===== src/hw/pd_cc_pkg.sv =====
// Constants and types for the configuration-channel link and attach logic.
// Notes on behaviour
// - Transition every bit start, mid-bit for ones.
// - Transmitted preamble begins at low level.
// - Closing edge after final end-of-packet bit.
// - Receiver tolerates losing the first preamble edge.
// - Data only on orientation-selected line.
// - Driver enabled only while transmitting.
// - Only one party drives the line.
// - Transmit peak level adjustable by firmware.
// - Both open: monitor both, no power.
// - Rd plus open: VBUS only, watch Rd.
// - Ra plus open: no power, watch both.
// - Ra plus Rd: VBUS, VCONN on Ra.
// - Rd/Rd debug, Ra/Ra audio; either detaches.
// - Advertise default, 1.5 A or 3 A.
// - Below sink threshold means Rd.
// - Below active-cable threshold means Ra.
// - Rise above sink threshold is detach.
package pd_cc_pkg;

  // Timing of the coded line.
  localparam int CLK_PERIOD_NS = 10;
  localparam int HALF_BIT_NS   = 1667;
  localparam int HALF_BIT_CYC  = HALF_BIT_NS / CLK_PERIOD_NS;
  localparam int CNT_W         = 10;

  localparam logic [CNT_W-1:0] HALF_LAST    = CNT_W'(HALF_BIT_CYC - 1);
  localparam logic [CNT_W-1:0] QUARTER_CNT  = CNT_W'(HALF_BIT_CYC / 2);
  localparam logic [CNT_W-1:0] THREE_Q_CNT  = CNT_W'(HALF_BIT_CYC
                                                     + HALF_BIT_CYC / 2);
  localparam logic [CNT_W-1:0] TIMEOUT_CNT  = CNT_W'(3 * HALF_BIT_CYC);
  localparam logic [CNT_W-1:0] CNT_ZERO     = '0;
  localparam logic [CNT_W-1:0] CNT_ONE      = CNT_W'(1);

  // Advertised source current.
  localparam int ADV_W = 2;
  localparam logic [ADV_W-1:0] ADV_DEFAULT = 2'h0;
  localparam logic [ADV_W-1:0] ADV_1P5     = 2'h1;
  localparam logic [ADV_W-1:0] ADV_3P0     = 2'h2;

  // Transmit peak level setting.
  localparam int TX_PEAK_W = 4;
  localparam logic [TX_PEAK_W-1:0] TX_PEAK_RESET = 4'h8;

  // Comparator vector layout.
  localparam int CMP_W        = 6;
  localparam int CMP_A_SINK   = 0;
  localparam int CMP_A_CABLE  = 1;
  localparam int CMP_B_SINK   = 2;
  localparam int CMP_B_CABLE  = 3;
  localparam int CMP_A_RX     = 4;
  localparam int CMP_B_RX     = 5;

  typedef enum logic [1:0] {
    LINE_OPEN = 2'h0,
    LINE_RA   = 2'h1,
    LINE_RD   = 2'h2
  } line_code_t;

  typedef enum logic [8:0] {
    S_UNATTACHED = 9'h001,
    S_SINK_A     = 9'h002,
    S_SINK_B     = 9'h004,
    S_CABLE_A    = 9'h008,
    S_CABLE_B    = 9'h010,
    S_POWERED_A  = 9'h020,
    S_POWERED_B  = 9'h040,
    S_DEBUG      = 9'h080,
    S_AUDIO      = 9'h100
  } attach_state_t;

  typedef enum logic [3:0] {
    T_IDLE   = 4'h1,
    T_FIRST  = 4'h2,
    T_SECOND = 4'h4,
    T_CLOSE  = 4'h8
  } tx_state_t;

endpackage

===== src/hw/pd_bmc_phy_dfp_attach.sv =====
// Coded-line transceiver and source-side attach detector for two CC lines.
`timescale 1ns/1ps
module pd_bmc_phy_dfp_attach (
  // Clock and reset
  input  wire logic                          I_CLOCK,
  input  wire logic                          I_RST,
  // Configuration from firmware
  input  wire logic [pd_cc_pkg::ADV_W-1:0]   I_ADV_CURRENT,
  input  wire logic [pd_cc_pkg::TX_PEAK_W-1:0] I_TX_PEAK_LEVEL,
  // Threshold comparators, high when line is below threshold
  input  wire logic                          I_LINE_A_BELOW_SINK,
  input  wire logic                          I_LINE_A_BELOW_CABLE,
  input  wire logic                          I_LINE_B_BELOW_SINK,
  input  wire logic                          I_LINE_B_BELOW_CABLE,
  // Receive comparators
  input  wire logic                          I_LINE_A_RX,
  input  wire logic                          I_LINE_B_RX,
  // Transmit bit stream
  input  wire logic                          I_TX_VALID,
  input  wire logic                          I_TX_DATA,
  input  wire logic                          I_TX_LAST,
  output logic                               O_TX_READY,
  output logic                               O_TX_BUSY,
  // Received bit stream
  output logic                               O_RX_VALID,
  output logic                               O_RX_DATA,
  output logic                               O_RX_ACTIVE,
  // Line drivers
  output logic                               O_LINE_A_TX,
  output logic                               O_LINE_A_TX_OE,
  output logic                               O_LINE_B_TX,
  output logic                               O_LINE_B_TX_OE,
  output logic [pd_cc_pkg::TX_PEAK_W-1:0]    O_TX_PEAK_LEVEL,
  // Pull-up and threshold selection
  output logic [pd_cc_pkg::ADV_W-1:0]        O_PULLUP_SELECT,
  // Power and status
  output logic                               O_VBUS_EN,
  output logic                               O_VCONN_A_EN,
  output logic                               O_VCONN_B_EN,
  output logic                               O_ORIENT_B,
  output logic                               O_ATTACHED,
  output logic [1:0]                         O_LINE_A_CODE,
  output logic [1:0]                         O_LINE_B_CODE
);
  import pd_cc_pkg::*;

  function automatic line_code_t decode_line(input logic below_sink,
                                             input logic below_cable);
    line_code_t code;
    code = LINE_OPEN;
    if (below_cable) begin
      code = LINE_RA;
    end else if (below_sink) begin
      code = LINE_RD;
    end
    return code;
  endfunction

  // Comparator synchronisers.
  logic [CMP_W-1:0] cmp_meta;
  logic [CMP_W-1:0] cmp_sync;
  wire  [CMP_W-1:0] cmp_raw = {I_LINE_B_RX, I_LINE_A_RX,
                               I_LINE_B_BELOW_CABLE, I_LINE_B_BELOW_SINK,
                               I_LINE_A_BELOW_CABLE, I_LINE_A_BELOW_SINK};

  // The synchronisers keep sampling through reset, so the receive lines
  // are settled at release and no false edge opens a frame.
  always_ff @(posedge I_CLOCK) begin
    cmp_meta <= cmp_raw;
    cmp_sync <= cmp_meta;
  end

  // The advertised level selects the pull-up and, with it, which
  // thresholds the comparators report against.
  logic [ADV_W-1:0] adv_level;
  logic [TX_PEAK_W-1:0] tx_peak;

  always_ff @(posedge I_CLOCK) begin
    if (I_RST) begin
      adv_level <= ADV_DEFAULT;
      tx_peak   <= TX_PEAK_RESET;
    end else begin
      adv_level <= (I_ADV_CURRENT == ADV_1P5 || I_ADV_CURRENT == ADV_3P0)
                   ? I_ADV_CURRENT : ADV_DEFAULT;
      tx_peak   <= I_TX_PEAK_LEVEL;
    end
  end

  line_code_t code_a;
  line_code_t code_b;

  always_ff @(posedge I_CLOCK) begin
    if (I_RST) begin
      code_a <= LINE_OPEN;
      code_b <= LINE_OPEN;
    end else begin
      code_a <= decode_line(cmp_sync[CMP_A_SINK], cmp_sync[CMP_A_CABLE]);
      code_b <= decode_line(cmp_sync[CMP_B_SINK], cmp_sync[CMP_B_CABLE]);
    end
  end

  // Attach state machine.
  attach_state_t state;
  attach_state_t next_state;
  wire a_open = (code_a == LINE_OPEN);
  wire b_open = (code_b == LINE_OPEN);
  wire a_ra   = (code_a == LINE_RA);
  wire b_ra   = (code_b == LINE_RA);
  wire a_rd   = (code_a == LINE_RD);
  wire b_rd   = (code_b == LINE_RD);

  always_comb begin
    next_state = state;
    unique case (state)
      S_UNATTACHED: begin
        if (a_rd && b_rd) begin
          next_state = S_DEBUG;
        end else if (a_ra && b_ra) begin
          next_state = S_AUDIO;
        end else if (a_rd && b_ra) begin
          next_state = S_POWERED_A;
        end else if (a_ra && b_rd) begin
          next_state = S_POWERED_B;
        end else if (a_rd) begin
          next_state = S_SINK_A;
        end else if (b_rd) begin
          next_state = S_SINK_B;
        end else if (a_ra) begin
          next_state = S_CABLE_A;
        end else if (b_ra) begin
          next_state = S_CABLE_B;
        end
      end
      S_SINK_A: if (a_open) next_state = S_UNATTACHED;
      S_SINK_B: if (b_open) next_state = S_UNATTACHED;
      S_CABLE_A: begin
        if (a_open) begin
          next_state = S_UNATTACHED;
        end else if (b_rd) begin
          next_state = S_POWERED_B;
        end
      end
      S_CABLE_B: begin
        if (b_open) begin
          next_state = S_UNATTACHED;
        end else if (a_rd) begin
          next_state = S_POWERED_A;
        end
      end
      // Only the sink line is watched; the cable line is ignored here.
      S_POWERED_A: if (a_open) next_state = S_UNATTACHED;
      S_POWERED_B: if (b_open) next_state = S_UNATTACHED;
      S_DEBUG, S_AUDIO: begin
        if (a_open || b_open) begin
          next_state = S_UNATTACHED;
        end
      end
      default: next_state = S_UNATTACHED;
    endcase
  end

  always_ff @(posedge I_CLOCK) begin
    if (I_RST) begin
      state <= S_UNATTACHED;
    end else begin
      state <= next_state;
    end
  end

  wire sink_present = (state == S_SINK_A) || (state == S_SINK_B)
                    || (state == S_POWERED_A) || (state == S_POWERED_B);
  wire next_vbus    = (next_state == S_SINK_A) || (next_state == S_SINK_B)
                    || (next_state == S_POWERED_A)
                    || (next_state == S_POWERED_B);
  wire next_orient  = (next_state == S_SINK_B) || (next_state == S_POWERED_B)
                    || (next_state == S_CABLE_A);

  logic vbus_en;
  logic vconn_a;
  logic vconn_b;
  logic orient_b;

  always_ff @(posedge I_CLOCK) begin
    if (I_RST) begin
      vbus_en  <= 1'b0;
      vconn_a  <= 1'b0;
      vconn_b  <= 1'b0;
      orient_b <= 1'b0;
    end else begin
      vbus_en  <= next_vbus;
      vconn_a  <= (next_state == S_POWERED_B);
      vconn_b  <= (next_state == S_POWERED_A);
      orient_b <= next_orient;
    end
  end

  // Receiver on the selected line.
  wire rx_line = orient_b ? cmp_sync[CMP_B_RX] : cmp_sync[CMP_A_RX];
  logic             rx_prev;
  logic [CNT_W-1:0] rx_cnt;
  logic             rx_half;
  logic             rx_frame;
  logic             rx_valid;
  logic             rx_data;
  wire rx_edge     = (rx_line != rx_prev);
  wire rx_boundary = rx_edge && (rx_cnt >= THREE_Q_CNT);
  wire rx_mid      = rx_edge && !rx_boundary && (rx_cnt >= QUARTER_CNT);
  wire rx_timeout  = (rx_cnt >= TIMEOUT_CNT);

  // A frame opens on whatever edge is seen first, so a lost first edge
  // only costs one preamble bit.
  always_ff @(posedge I_CLOCK) begin
    if (I_RST) begin
      rx_prev  <= rx_line;
      rx_cnt   <= CNT_ZERO;
      rx_half  <= 1'b0;
      rx_frame <= 1'b0;
      rx_valid <= 1'b0;
      rx_data  <= 1'b0;
    end else begin
      rx_prev  <= rx_line;
      rx_valid <= rx_boundary && rx_frame;
      if (rx_boundary) begin
        rx_data <= rx_half;
      end
      if (rx_edge && !rx_frame) begin
        rx_frame <= 1'b1;
        rx_cnt   <= CNT_ZERO;
        rx_half  <= 1'b0;
      end else if (rx_boundary) begin
        rx_cnt  <= CNT_ZERO;
        rx_half <= 1'b0;
      end else begin
        if (rx_mid) begin
          rx_half <= 1'b1;
        end
        if (rx_timeout) begin
          rx_frame <= 1'b0;
        end else begin
          rx_cnt <= rx_cnt + CNT_ONE;
        end
      end
    end
  end

  // Transmitter.
  tx_state_t        tx_state;
  tx_state_t        next_tx_state;
  logic [CNT_W-1:0] tx_cnt;
  logic             tx_level;
  logic             tx_bit;
  logic             tx_last;
  wire half_done = (tx_cnt == HALF_LAST);
  // Start only toward a sink and while the far end is silent.
  wire tx_allowed = sink_present && !rx_frame;
  wire take_bit   = I_TX_VALID && O_TX_READY;

  assign O_TX_READY = ((tx_state == T_IDLE) && tx_allowed)
                    || ((tx_state == T_SECOND) && half_done && !tx_last);

  always_comb begin
    next_tx_state = tx_state;
    unique case (tx_state)
      T_IDLE:   if (take_bit) next_tx_state = T_FIRST;
      T_FIRST:  if (half_done) next_tx_state = T_SECOND;
      T_SECOND: begin
        if (half_done) begin
          next_tx_state = take_bit ? T_FIRST : T_CLOSE;
        end
      end
      T_CLOSE:  if (half_done) next_tx_state = T_IDLE;
      default:  next_tx_state = T_IDLE;
    endcase
  end

  always_ff @(posedge I_CLOCK) begin
    if (I_RST) begin
      tx_state <= T_IDLE;
      tx_cnt   <= CNT_ZERO;
      tx_level <= 1'b0;
      tx_bit   <= 1'b0;
      tx_last  <= 1'b0;
    end else begin
      tx_state <= next_tx_state;
      tx_cnt   <= (tx_state == T_IDLE || half_done) ? CNT_ZERO
                                                    : tx_cnt + CNT_ONE;
      if (take_bit) begin
        tx_bit  <= I_TX_DATA;
        tx_last <= I_TX_LAST;
      end
      if (tx_state == T_IDLE) begin
        tx_level <= 1'b0;
      end else if (half_done) begin
        if (tx_state == T_FIRST) begin
          tx_level <= tx_level ^ tx_bit;
        end else if (tx_state == T_SECOND) begin
          tx_level <= ~tx_level;
        end
      end
    end
  end

  wire tx_drive = (tx_state != T_IDLE);

  assign O_TX_BUSY       = tx_drive;
  assign O_RX_VALID      = rx_valid;
  assign O_RX_DATA       = rx_data;
  assign O_RX_ACTIVE     = rx_frame;
  assign O_LINE_A_TX     = tx_level;
  assign O_LINE_B_TX     = tx_level;
  assign O_LINE_A_TX_OE  = tx_drive && !orient_b;
  assign O_LINE_B_TX_OE  = tx_drive && orient_b;
  assign O_TX_PEAK_LEVEL = tx_peak;
  assign O_PULLUP_SELECT = adv_level;
  assign O_VBUS_EN       = vbus_en;
  assign O_VCONN_A_EN    = vconn_a;
  assign O_VCONN_B_EN    = vconn_b;
  assign O_ORIENT_B      = orient_b;
  assign O_ATTACHED      = (state != S_UNATTACHED);
  assign O_LINE_A_CODE   = code_a;
  assign O_LINE_B_CODE   = code_b;

endmodule // pd_bmc_phy_dfp_attach


===== config.mk =====
export PLATFORM = sky130hd
export DESIGN_NAME = pd_bmc_phy_dfp_attach
export DESIGN_NICKNAME = d
export VERILOG_FILES = /design/src/hw/pd_cc_pkg.sv /design/src/hw/pd_bmc_phy_dfp_attach.sv
export SDC_FILE = /design/constraint.sdc
export NUM_CORES = 1
export LEC_CHECK = 0
export BUFFER_PORTS_ARGS = -buffer_cell sky130_fd_sc_hd__buf_2
export CORE_MARGIN = 3
export CORE_UTILIZATION = 50
export DETAILED_ROUTE_END_ITERATION = 16
export PLACE_DENSITY = 0.71
export RECOVER_POWER = 100
export SYNTH_ARGS = -nofsm -noshare
export SYNTH_HDL_FRONTEND = slang
export SYNTH_SLANG_ARGS = --single-unit

===== constraint.sdc =====
create_clock -name I_CLOCK -period 2.65 [get_ports I_CLOCK]
set_input_delay 0.53 -clock I_CLOCK [delete_from_list [all_inputs] [get_ports I_CLOCK]]
set_output_delay 0.53 -clock I_CLOCK [all_outputs]
set_load 0.01 [all_outputs]

# Word level (Yosys, flattened, before mapping)
# Cells that the tools add are included.
dict set report totals {
  input_bits 17
  register_bits 67
  wordCells 145
  out_inout_bits 24
}
dict set report classes {
  n_eq_ne 33
  mux 32
  n_reduce_logical 48
  n_lt_le_gt_ge 3
  bitwise_logic 3
  add_sub_neg 2
}
# operator count
set op_table {}
lappend op_table {{9-bit 2-to-1 mux} 15}
lappend op_table {{9-bit one-hot mux with 6 select lines} 1}
lappend op_table {{10-bit by 1-bit adder with 10-bit output, second input constant} 2}
lappend op_table {{4-bit 2-to-1 mux} 5}
lappend op_table {{9-bit by 2-bit equality test with 1-bit output, second input constant} 2}
lappend op_table {{9-bit by 3-bit equality test with 1-bit output, second input constant} 2}
lappend op_table {{9-bit by 4-bit equality test with 1-bit output, second input constant} 2}
lappend op_table {{9-bit by 6-bit equality test with 1-bit output, second input constant} 2}
lappend op_table {{9-bit by 7-bit equality test with 1-bit output, second input constant} 2}
lappend op_table {{1-bit logical AND} 16}
lappend op_table {{4-bit one-hot mux with 4 select lines} 1}
lappend op_table {{2-bit OR reduction} 8}
lappend op_table {{1-bit logical OR} 12}
lappend op_table {{10-bit by 8-bit equality test with 1-bit output, second input constant} 1}
lappend op_table {{10-bit by 7-bit greater-or-equal comparator with 1-bit output, second input constant} 1}
lappend op_table {{10-bit by 8-bit greater-or-equal comparator with 1-bit output, second input constant} 1}
lappend op_table {{10-bit by 9-bit greater-or-equal comparator with 1-bit output, second input constant} 1}
lappend op_table {{9-bit by 1-bit equality test with 1-bit output, second input constant} 1}
lappend op_table {{9-bit by 5-bit equality test with 1-bit output, second input constant} 1}
lappend op_table {{9-bit by 8-bit equality test with 1-bit output, second input constant} 1}
lappend op_table {{9-bit equality test, second input constant} 1}
lappend op_table {{9-bit by 1-bit inequality test with 1-bit output, second input constant} 1}
lappend op_table {{1-bit 2-to-1 mux} 8}
lappend op_table {{2-bit inequality test, second input constant} 4}
lappend op_table {{18 further kinds} 30}

# Depth between registers and ports, before layout
# Gate-level depths: netlist of the first run.
dict set report logic_depth {
  depth_word 14
  ltp_mapped 9
  mapped_depth_nobuf 8
}

# Worst setup path before layout of the first run
# OpenSTA, ideal clock, no wires.
dict set report synth_path {
  kind {reg-to-reg}
  start {register rx_cnt[0]}
  end {register rx_cnt[6]}
  required_time_ns 2.522
  arrival_time_ns 1.926
  path_slack_ns 0.596
  path_stages_with_launch 9
  path_buffers 0
  setup_ns 0.128
  synth_period_minus_slack_ns 2.054
  cell_sequence {dfxtp_1 inv_1 ha_1 or4_1 a31oi_2 and4_1 nand3_1 xor2_1 nor2_1}
}
dict set report synth_between {
  elab_chain_len 3
  word_cells_on_any_way 5
  cone_classes {add/sub: 1; order compare: 2; reduce/logical: 2}
}
# element line_no
set synth_rtl {}
lappend synth_rtl {{start, declared} pd_bmc_phy_dfp_attach.sv:200} ;# logic [CNT_W-1:0] rx_cnt;
lappend synth_rtl {{start signal, assigned} pd_bmc_phy_dfp_attach.sv:240} ;# rx_cnt <= rx_cnt + CNT_ONE;
lappend synth_rtl {{10-bit by 8-bit greater-or-equal comparator with 1-bit output} pd_bmc_phy_dfp_attach.sv:206} ;# wire rx_boundary = rx_edge && (rx_cnt >= THREE_Q_CNT);
lappend synth_rtl {{1-bit logical AND} pd_bmc_phy_dfp_attach.sv:206}
lappend synth_rtl {{3-bit OR reduction (no line)} --}
# Parallel ways exist; a longest one is shown, timed or not.
# A chain may end at the register's enable or synchronous reset.

# Worst setup path after layout of the first run
dict set report layout_path {
  start {register state[6]}
  end {output port O_TX_READY}
}
dict set report layout_between {
  elab_chain_len 7
  word_cells_on_any_way 10
  cone_classes {eq/ne: 4; reduce/logical: 6}
}
# element line_no
set layout_rtl {}
lappend layout_rtl {{start, declared} pd_bmc_phy_dfp_attach.sv:103} ;# attach_state_t state;
lappend layout_rtl {{start signal, assigned} pd_bmc_phy_dfp_attach.sv:166} ;# state <= next_state;
lappend layout_rtl {{9-bit by 2-bit equality test with 1-bit output or 9-bit by 3-bit equality test with 1-bit output (tied branches)} pd_bmc_phy_dfp_attach.sv:170} ;# wire sink_present = (state == S_SINK_A) || (state == S_SINK_B)
lappend layout_rtl {{1-bit logical OR} pd_bmc_phy_dfp_attach.sv:170}
lappend layout_rtl {{1-bit logical OR} pd_bmc_phy_dfp_attach.sv:171} ;# || (state == S_POWERED_A) || (state == S_POWERED_B);
lappend layout_rtl {{1-bit logical OR (*)} pd_bmc_phy_dfp_attach.sv:171}
lappend layout_rtl {{1-bit logical AND (*)} pd_bmc_phy_dfp_attach.sv:255} ;# wire tx_allowed = sink_present && !rx_frame;
lappend layout_rtl {{1-bit logical AND (*)} pd_bmc_phy_dfp_attach.sv:258} ;# assign O_TX_READY = ((tx_state == T_IDLE) && tx_allowed)
lappend layout_rtl {{1-bit logical OR (*)} pd_bmc_phy_dfp_attach.sv:259} ;# || ((tx_state == T_SECOND) && half_done && !tx_last);
lappend layout_rtl {{end, declared} pd_bmc_phy_dfp_attach.sv:22} ;# output logic O_TX_READY,
# Mark *: on every way between the ends. The rest lies on a longest branch, timed or not.

==> results.txt, run 1 <==
The run finished with clean final reports. The number of distinct standard cells referenced by the synthesized netlist is 53. The final-layout setup total negative slack came out at 0 ns.

The achievable frequency came out at 395 MHz. Counting every instance in the synthesized netlist gives 321. The analysis attributes to net switching a power of 0.608 mW.

The pin count of the biggest net entering global routing is 36. STA classifies the critical path startpoint as a register. The sequential cells in the finished layout cover a total of 0.00134 mm². The post-route minimum period is 2.53 ns.

The number of enable flip-flop cells after synthesis came out at 0. The busiest metal layer after global routing is met2. The via count of the first global-routing pass is 2329.

The height of the die came out at 82.3 µm. The first TritonRoute pass finished after 4 iterations. The average cell area after synthesis is 9.07 µm². The maximum net fanout on the critical path came out at 6. The share of total power dissipated in combinational logic is 13.2%.

The number of port buffers is 40. Clock skew on the completed layout was measured at 0.0102 ns. The multi-input gate area in the final layout is 0.00146 mm².

The proportion of power drawn by the clock network came out at 41.9%. The die area came out at 0.00677 mm². The total wire length after detailed routing is 6160 µm. The class of the most critical setup path is register to primary output. The analysis attributes to cell leakage a power of 1.34 nW. At the pin with the least slew margin, the transition time is 1.48 ns. The mean number of vias per cell is 5.36.

The sum of net half-perimeters after detailed placement came out at 4510 µm. The internal portion of total power came out at 1.81 mW. In the synthesized netlist the dominant register cell turns out to be sky130_fd_sc_hd__dfxtp_1. In the final layout, the share of cells above drive strength 1 is 12.4%. The number of core rows is 27. Setup repair after global routing left no endpoint under its margin.

The weighted congestion reported at the end of routability-driven placement is 0.952. Of the synthesized area, sequential elements account for 46.1%. The number of antenna violations at the first check in global routing came to 0. The area fraction of the dominant cell type after synthesis is 46.1%.

The power density over the cells came out at 713 mW/mm². The worst path required time is 2.12 ns. The highest cell delay on the worst timing path came out at 0.59 ns. TritonCTS built the clock tree.

The capturing element type of the critical path is a primary output. The part of the power in registers came out at 44.9%. Of the total power, the share spent switching nets is 25.2%. The total of endpoints with negative setup slack in the final report is 0.

Fill cells in the final layout number 496. For the worst setup path, the data arrival time is 2.00 ns. Traced cell by cell, the critical path runs through or4_4 > nor3b_4 > o211a_1 > or2_2 > clkbuf_2.

The die is 82.3 µm wide. Counting tap cells, the placed design contains a total of 428 instances. The clock-pin slew on the worst setup and hold paths is 0.07 ns. The worst-skew pair later-pin latency is 0.33 ns. The warning count from the yosys run is 0.

The net count after synthesis came out at 344. The share of the clock period used by the worst path after layout came out at 95.5%. The total congestion overflow is 0. Leaving out filler cells and counting taps, the final layout contains 444. The synthesized design contains 67 register bits. In this run the tightest slew margin relative to its limit is 1.29%. The global routing usage on met1 is 25.5%. The number of antenna diodes came out at 0. Setup slack closes at 0.120 ns. Across the run, the number of max-cap violations was 0.

The cell sitting at the root of the clock tree is a sky130_fd_sc_hd__clkbuf_8. The number of DRC markers after the initial detailed-route iteration is 94. On the critical path, the stage with the largest delay is an instance of sky130_fd_sc_hd__or4_4.

The remaining antenna violation count is 0. The clock buffer count from CTS came out at 9. The number of buffers inserted to repair setup after CTS is 0. Compared with the post-synthesis result, the final layout area differs by 16.3%. The peak supply drop is 0.598 mV. The synthesized area is 0.00291 mm². In the global route stage, overall resource usage came out at 20.2%. The count of H-tree levels built during CTS came out at 3. The number of nets at the end of the flow came out at 390. The starting density of the core is 52.2%. For this run, global-route usage on met2 was measured as 32.9%. The number of slew-limit violations in the final report came out at 0. After synthesis, the cell types taking the most area are sky130_fd_sc_hd__dfxtp_1 (46%), sky130_fd_sc_hd__nor2_1 (6.7%), sky130_fd_sc_hd__xor2_1 (3.6%), sky130_fd_sc_hd__xnor2_1 (3.0%), sky130_fd_sc_hd__nand3_1 (2.9%). The hold violation count in the final report is 0. The share of flip-flops with an asynchronous set or reset after synthesis came out at 0%. The count of unresolved DRC violations after routing came out at 0.

The worst min-delay path category is primary input to register. After detailed routing, the average wire length per cell comes to 13.9 µm. In the global route stage, met3 resource usage came out at 4.88%.

The count of clock tree sinks is 67. 41 I/O pins were placed. Summed over all instances, the cell type with the most area after synthesis is sky130_fd_sc_hd__dfxtp_1. The worst slack after detailed placement came out at 0.404 ns. The wire length of the first global-routing pass came out at 10600 µm. The final route contains 2382 vias.

The buffer levels on the longest clock path is 2. The area of the core came out at 0.00557 mm².
-- path summary, 6_finish.rpt --
check	slack, ns	to	from	depth (start not counted)
worst max-delay path	0.12	O_TX_READY	state[6]	5
worst min-delay path	0.30	cmp_meta[4]	I_LINE_A_RX	1
worst max register to register	0.36	O_VBUS_EN	state[6]	6
worst min register to register	0.33	cmp_sync[0]	cmp_meta[0]	0
-- layout by cell type (no fill, tap or decap), types with 2 or more instances in the layout --
cell and count:
sky130_fd_sc_hd__and2_1 2, sky130_fd_sc_hd__a31oi_1 4, sky130_fd_sc_hd__nor4_1 7, sky130_fd_sc_hd__a21oi_1 12
sky130_fd_sc_hd__o22ai_1 2, sky130_fd_sc_hd__nor2b_1 10, sky130_fd_sc_hd__buf_2 18, sky130_fd_sc_hd__o211ai_1 2
sky130_fd_sc_hd__and3_1 6, sky130_fd_sc_hd__inv_1 15, sky130_fd_sc_hd__or3b_2 3, sky130_fd_sc_hd__and4_1 4
sky130_fd_sc_hd__xnor2_1 10, sky130_fd_sc_hd__nand2b_1 4, sky130_fd_sc_hd__nor3_1 8, sky130_fd_sc_hd__xor2_1 12
sky130_fd_sc_hd__nand3_1 17, sky130_fd_sc_hd__nand4_1 5, sky130_fd_sc_hd__dfxtp_1 67, sky130_fd_sc_hd__mux2i_1 4
sky130_fd_sc_hd__nand2_1 9, sky130_fd_sc_hd__o31ai_1 2, sky130_fd_sc_hd__nor2_1 52, sky130_fd_sc_hd__nand4b_1 2
sky130_fd_sc_hd__clkbuf_8 9, sky130_fd_sc_hd__or3_1 2, sky130_fd_sc_hd__nor3b_1 6, sky130_fd_sc_hd__or4_1 2
sky130_fd_sc_hd__ha_1 6, sky130_fd_sc_hd__bufinv_16 3, sky130_fd_sc_hd__o21ai_0 7, sky130_fd_sc_hd__a22oi_1 3
sky130_fd_sc_hd__clkbuf_1 27, sky130_fd_sc_hd__or2_2 3, sky130_fd_sc_hd__maj3_1 4
-- registers in the layout (all words and copies together) (netlist names), 2 cells and up --
name,flops
rx_cnt,10
tx_cnt,10
cmp_sync,6
state,9
O_TX_PEAK_LEVEL,4
O_LINE_B_CODE,2
O_PULLUP_SELECT,2
O_LINE_A_CODE,2
tx_state,4
cmp_meta,6
-- power by group through the flow --
stage | registers, mW | clock network [mW] | logic [mW]
after floorplan | 1.10 | 0 | 0.220
after global placement | 1.11 | 0 | 0.328
after detailed placement | 1.11 | 0 | 0.326
after CTS | 1.08 | 1.03 | 0.328
after global routing | 1.09 | 1.07 | 0.353
final | 1.08 | 1.01 | 0.318
-- synthesized netlist by cell type, drive strengths merged, types with 4 or more instances --
cell type,n
nand2,9
a21oi,12
nand3,17
clkbuf,9
nor2,52
o21ai,8
maj3,4
nand4,5
xor2,12
nand2b,4
and3,6
ha,6
a31oi,5
nor3b,7
inv,15
nor2b,10
mux2i,4
nor4,8
xnor2,10
nor3,8
and4,4
dfxtp,67
-- through the flow --
step | hold slack, ns | cell area [µm²] | power (mW) | util, %
floorplan | 0.310 | 2910 | 1.32 | -
global placement | 0.312 | 3200 | 1.43 | 57.4
detailed placement | 0.313 | 3200 | 1.43 | 57.4
CTS | 0.284 | 3440 | 2.44 | 61.7
global route | 0.284 | 3390 | 2.51 | 60.8
finish | 0.301 | 3390 | 2.41 | 60.8
-- worst max-delay path, delay by kind of cell (launching register included) --
| kind | cells | cell delay (ns) |
|---|---|---|
| simple gates | 3 | 1.00 |
| flops | 1 | 0.36 |
| compound gates | 1 | 0.19 |
| buf+inv | 1 | 0.12 |
-- area by class of cell --
cell class / count / area share (%)
Timing Repair Buffer: 46 / 5.91
Inverter: 15 / 1.66
Clock inverter: 6 / 3.32
Multi-Input combinational cell: 228 / 43.1
Sequential cell: 67 / 39.6
Clock buffer: 10 / 3.77
Tap cell: 72 / 2.66
-- kinds of logic (layout without fill, tap and decap cells) --
kind of cell             after synthesis  after routing  synth area share [%]
AO/OA/AOI/OAI                         44             44                  10.4
XOR/XNOR                              22             22                  6.62
adder cells (fa/ha/maj)               10             10                  3.95
buffers and inverters                 26             77                  3.52
flip-flops                            67             67                  46.1
multiplexers                           5              5                  1.76
AND/OR/NAND/NOR                      147            147                  27.7
-- repair_timing --
action / in CTS / in global routing
hold buffers: 0 / 0
gates resized for setup: 0 / 1
setup endpoints to repair: 0 / 1
-- routing by layer --
layer	vias to the layer above	routed length, µm
met4	0	141
li1	1222	-
met1	1073	2820
met5	-	0
met3	15	281
met2	72	2920
(Power assumes the default switching activity.)
==> run 2: changes to the inputs <==
Settings changed: CORE_UTILIZATION 50 to 47, PLACE_DENSITY 0.71 to 0.67, TNS_END_PERCENT from default to 10.
==> results.txt, run 2 (same netlist as run 1, synthesis figures left out) <==
The area of the core is 0.00596 mm² (+6.8%). The headroom to the max-slew limit came out at -2.12% (-3.4 points). The weighted congestion reported at the end of routability-driven placement is 0.955 (+0.26%). The top cell types in the final layout, fill and taps aside, are sky130_fd_sc_hd__dfxtp_1 (67), sky130_fd_sc_hd__nor2_1 (52), sky130_fd_sc_hd__clkbuf_1 (29). The number of optimization iterations in the first detailed-route pass came out at 4 (unchanged). The number of port buffers came to 40 (unchanged).

The top-level I/O count came out at 41 (unchanged). The worst min-delay path category is primary input to register. Compared with the post-synthesis result, the final layout area differs by 14.8%. The hold-fix buffer count after cts came out at 0 (unchanged). The height of the die came to 84.7 µm (+2.9%). TritonCTS built the clock tree. The setup path with the least slack is of type register to primary output.

The count of clock tree sinks was 67 (unchanged). The post-route worst hold slack is 0.303 ns (+0.00198 ns). The number of nets at the end of the flow is 390 (unchanged). The achievable frequency came out at 399 MHz (+0.90%).

The total of endpoints with negative setup slack in the final report came out at 0 (unchanged). The fraction of final layout cells sized beyond drive strength 1 came to 12.1% (-0.24 points). The total congestion overflow is 0 (unchanged). Setup repair after global routing left no endpoint under its margin. The peak supply drop is 0.386 mV (-35%). The post-route minimum period was 2.51 ns (-0.0225 ns). The die area is 0.00717 mm² (+5.9%). The power density over the cells came out at 653 mW/mm² (-8.4%).

The checks that failed: max-capacitance violations, max-slew violations. The total wire length after detailed routing is 6280 µm (+1.9%). The total of max-cap violations is 1 (+1). The starting density of the core is 48.9% (-3.3 points). The sort of element at the start of the critical path is a register.

The average wire per standard cell came out at 14.1 µm (+1.4%). The combined global-route utilization of all metal layers is 18.3% (-1.9 points). The leakage power of the design is 1.31 nW (-2.0%).

The maximum net fanout on the critical path came out at 6 (unchanged). The die width came out at 84.7 µm (+2.9%). The via count of the first global-routing pass is 2281 (-2.1%). The clock buffer count from CTS came out at 9 (unchanged). The flow ran to the end, but the final reports show violations. The transition time of the tightest slew-check pin was 1.53 ns (+0.0512 ns). The sum of net half-perimeters after detailed placement came out at 4520 µm (+0.31%). The buffer levels on the longest clock path came out at 2 (unchanged). The largest registers in the layout are rx_cnt (10), tx_cnt (10), state (9). The number of antenna diodes is 0 (unchanged). The cell chosen for the clock root is sky130_fd_sc_hd__clkbuf_8. The wire length of the first global-routing pass came out at 10500 µm (about the same). The worst endpoint data arrival time came out at 1.98 ns (-0.02 ns). The hold violation count in the final report came to 0 (unchanged).

STA classifies the critical path endpoint as a primary output. The count of H-tree levels built during CTS is 3 (unchanged). The final-layout setup total negative slack is 0 ns (unchanged). The worst path required time came out at 2.12 ns (about the same). The remaining antenna violation count came out at 0 (unchanged). The worst-skew pair later-pin latency came out at 0.33 ns (about the same). The mean number of vias per cell is 5.45 (+1.5%). The number of antenna violations at the first check in global routing came out at 0 (unchanged). The number of DRC markers after the initial detailed-route iteration is 163 (+73%). The share of the clock period used by the worst path after layout came out at 94.6% (-0.85 points). The total number of vias came out at 2429 (+2.0%).

The commonest non-fill, non-tap cell in the layout is sky130_fd_sc_hd__dfxtp_1. The count of unresolved DRC violations after routing is 0 (unchanged). The pin count of the biggest net entering global routing came out at 36 (unchanged). The clock-pin slew on the worst setup and hold paths came to 0.06 ns (about the same). The final clock skew came out at 0.00959 ns (-0.000659 ns).

The number of core rows came out at 28 (+3.7%). The number of slew-limit violations in the final report is 36 (+36).
[run 2: cell types whose count changed in the layout (fill, tap and decap cells not counted), moves of 2 or more]
| cell | previous run | this run |
|---|---|---|
| sky130_fd_sc_hd__buf_2 | 18 | 16 |
| sky130_fd_sc_hd__clkbuf_1 | 27 | 29 |
| sky130_fd_sc_hd__bufinv_16 | 3 | 1 |
| sky130_fd_sc_hd__buf_4 | 1 | 3 |
[run 2: repair_timing]
action / CTS / global route
resized for setup: 0 / 1
endpoints found under the setup margin: 0 / 1
setup buffers: 0 / 2
[run 2: where the power goes]
group          total, mW  switching [mW]  internal (mW)
Combinational      0.315           0.185          0.131
Clock              0.777           0.350          0.428
Sequential          1.09          0.0409           1.05
Total               2.18           0.575           1.61
[run 2: path summary, 6_finish.rpt]
| check | from | to | slack (ns) | cells after the start |
|---|---|---|---|---|
| worst max register to register | state[1] | O_VBUS_EN | 0.37 | 7 |
| worst min-delay path | I_LINE_A_RX | cmp_meta[4] | 0.30 | 1 |
| worst min register to register | cmp_meta[4] | cmp_sync[4] | 0.33 | 0 |
| worst max-delay path | state[6] | O_TX_READY | 0.14 | 5 |
[run 2: critical path, stage by stage, from the launching register on]
cell and delay, ns:
sky130_fd_sc_hd__dfxtp_1 0.36, sky130_fd_sc_hd__or4_4 0.60, sky130_fd_sc_hd__nor3b_4 0.28, sky130_fd_sc_hd__o211a_1 0.19, sky130_fd_sc_hd__or2_2 0.10, sky130_fd_sc_hd__buf_2 0.12
[run 2: layer usage]
metal | global-route usage (%) | up-vias | wire length, µm
li1 | - | 1224 | -
met1 | 23.0 | 1100 | 2850
met2 | 28.5 | 87 | 2940
met3 | 5.89 | 18 | 344
met4 | 8.63 | 0 | 145
met5 | 0 | - | 0
[run 2: layout make-up]
cell class / instances / area, µm²
clock buffer: 12 / 135
tap: 75 / 93.8
inverter: 15 / 56.3
clock inverter: 3 / 40.0
fill: 559 / 2610
sequential: 67 / 1340
timing repair buffer: 46 / 205
multi-input combinational: 228 / 1470
[run 2: metrics by stage]
step,power [mW],setup slack (ns),utilization [%],cell area (µm²),std cells
2_1_floorplan,1.32,0.596,-,2910,321
3_3_place_gp,1.43,0.390,53.6,3190,429
3_5_place_dp,1.43,0.380,53.6,3190,429
4_1_cts,2.21,0.0207,56.5,3360,444
5_1_grt,2.30,0.0219,56.1,3340,446
6_report,2.18,0.142,56.1,3340,446
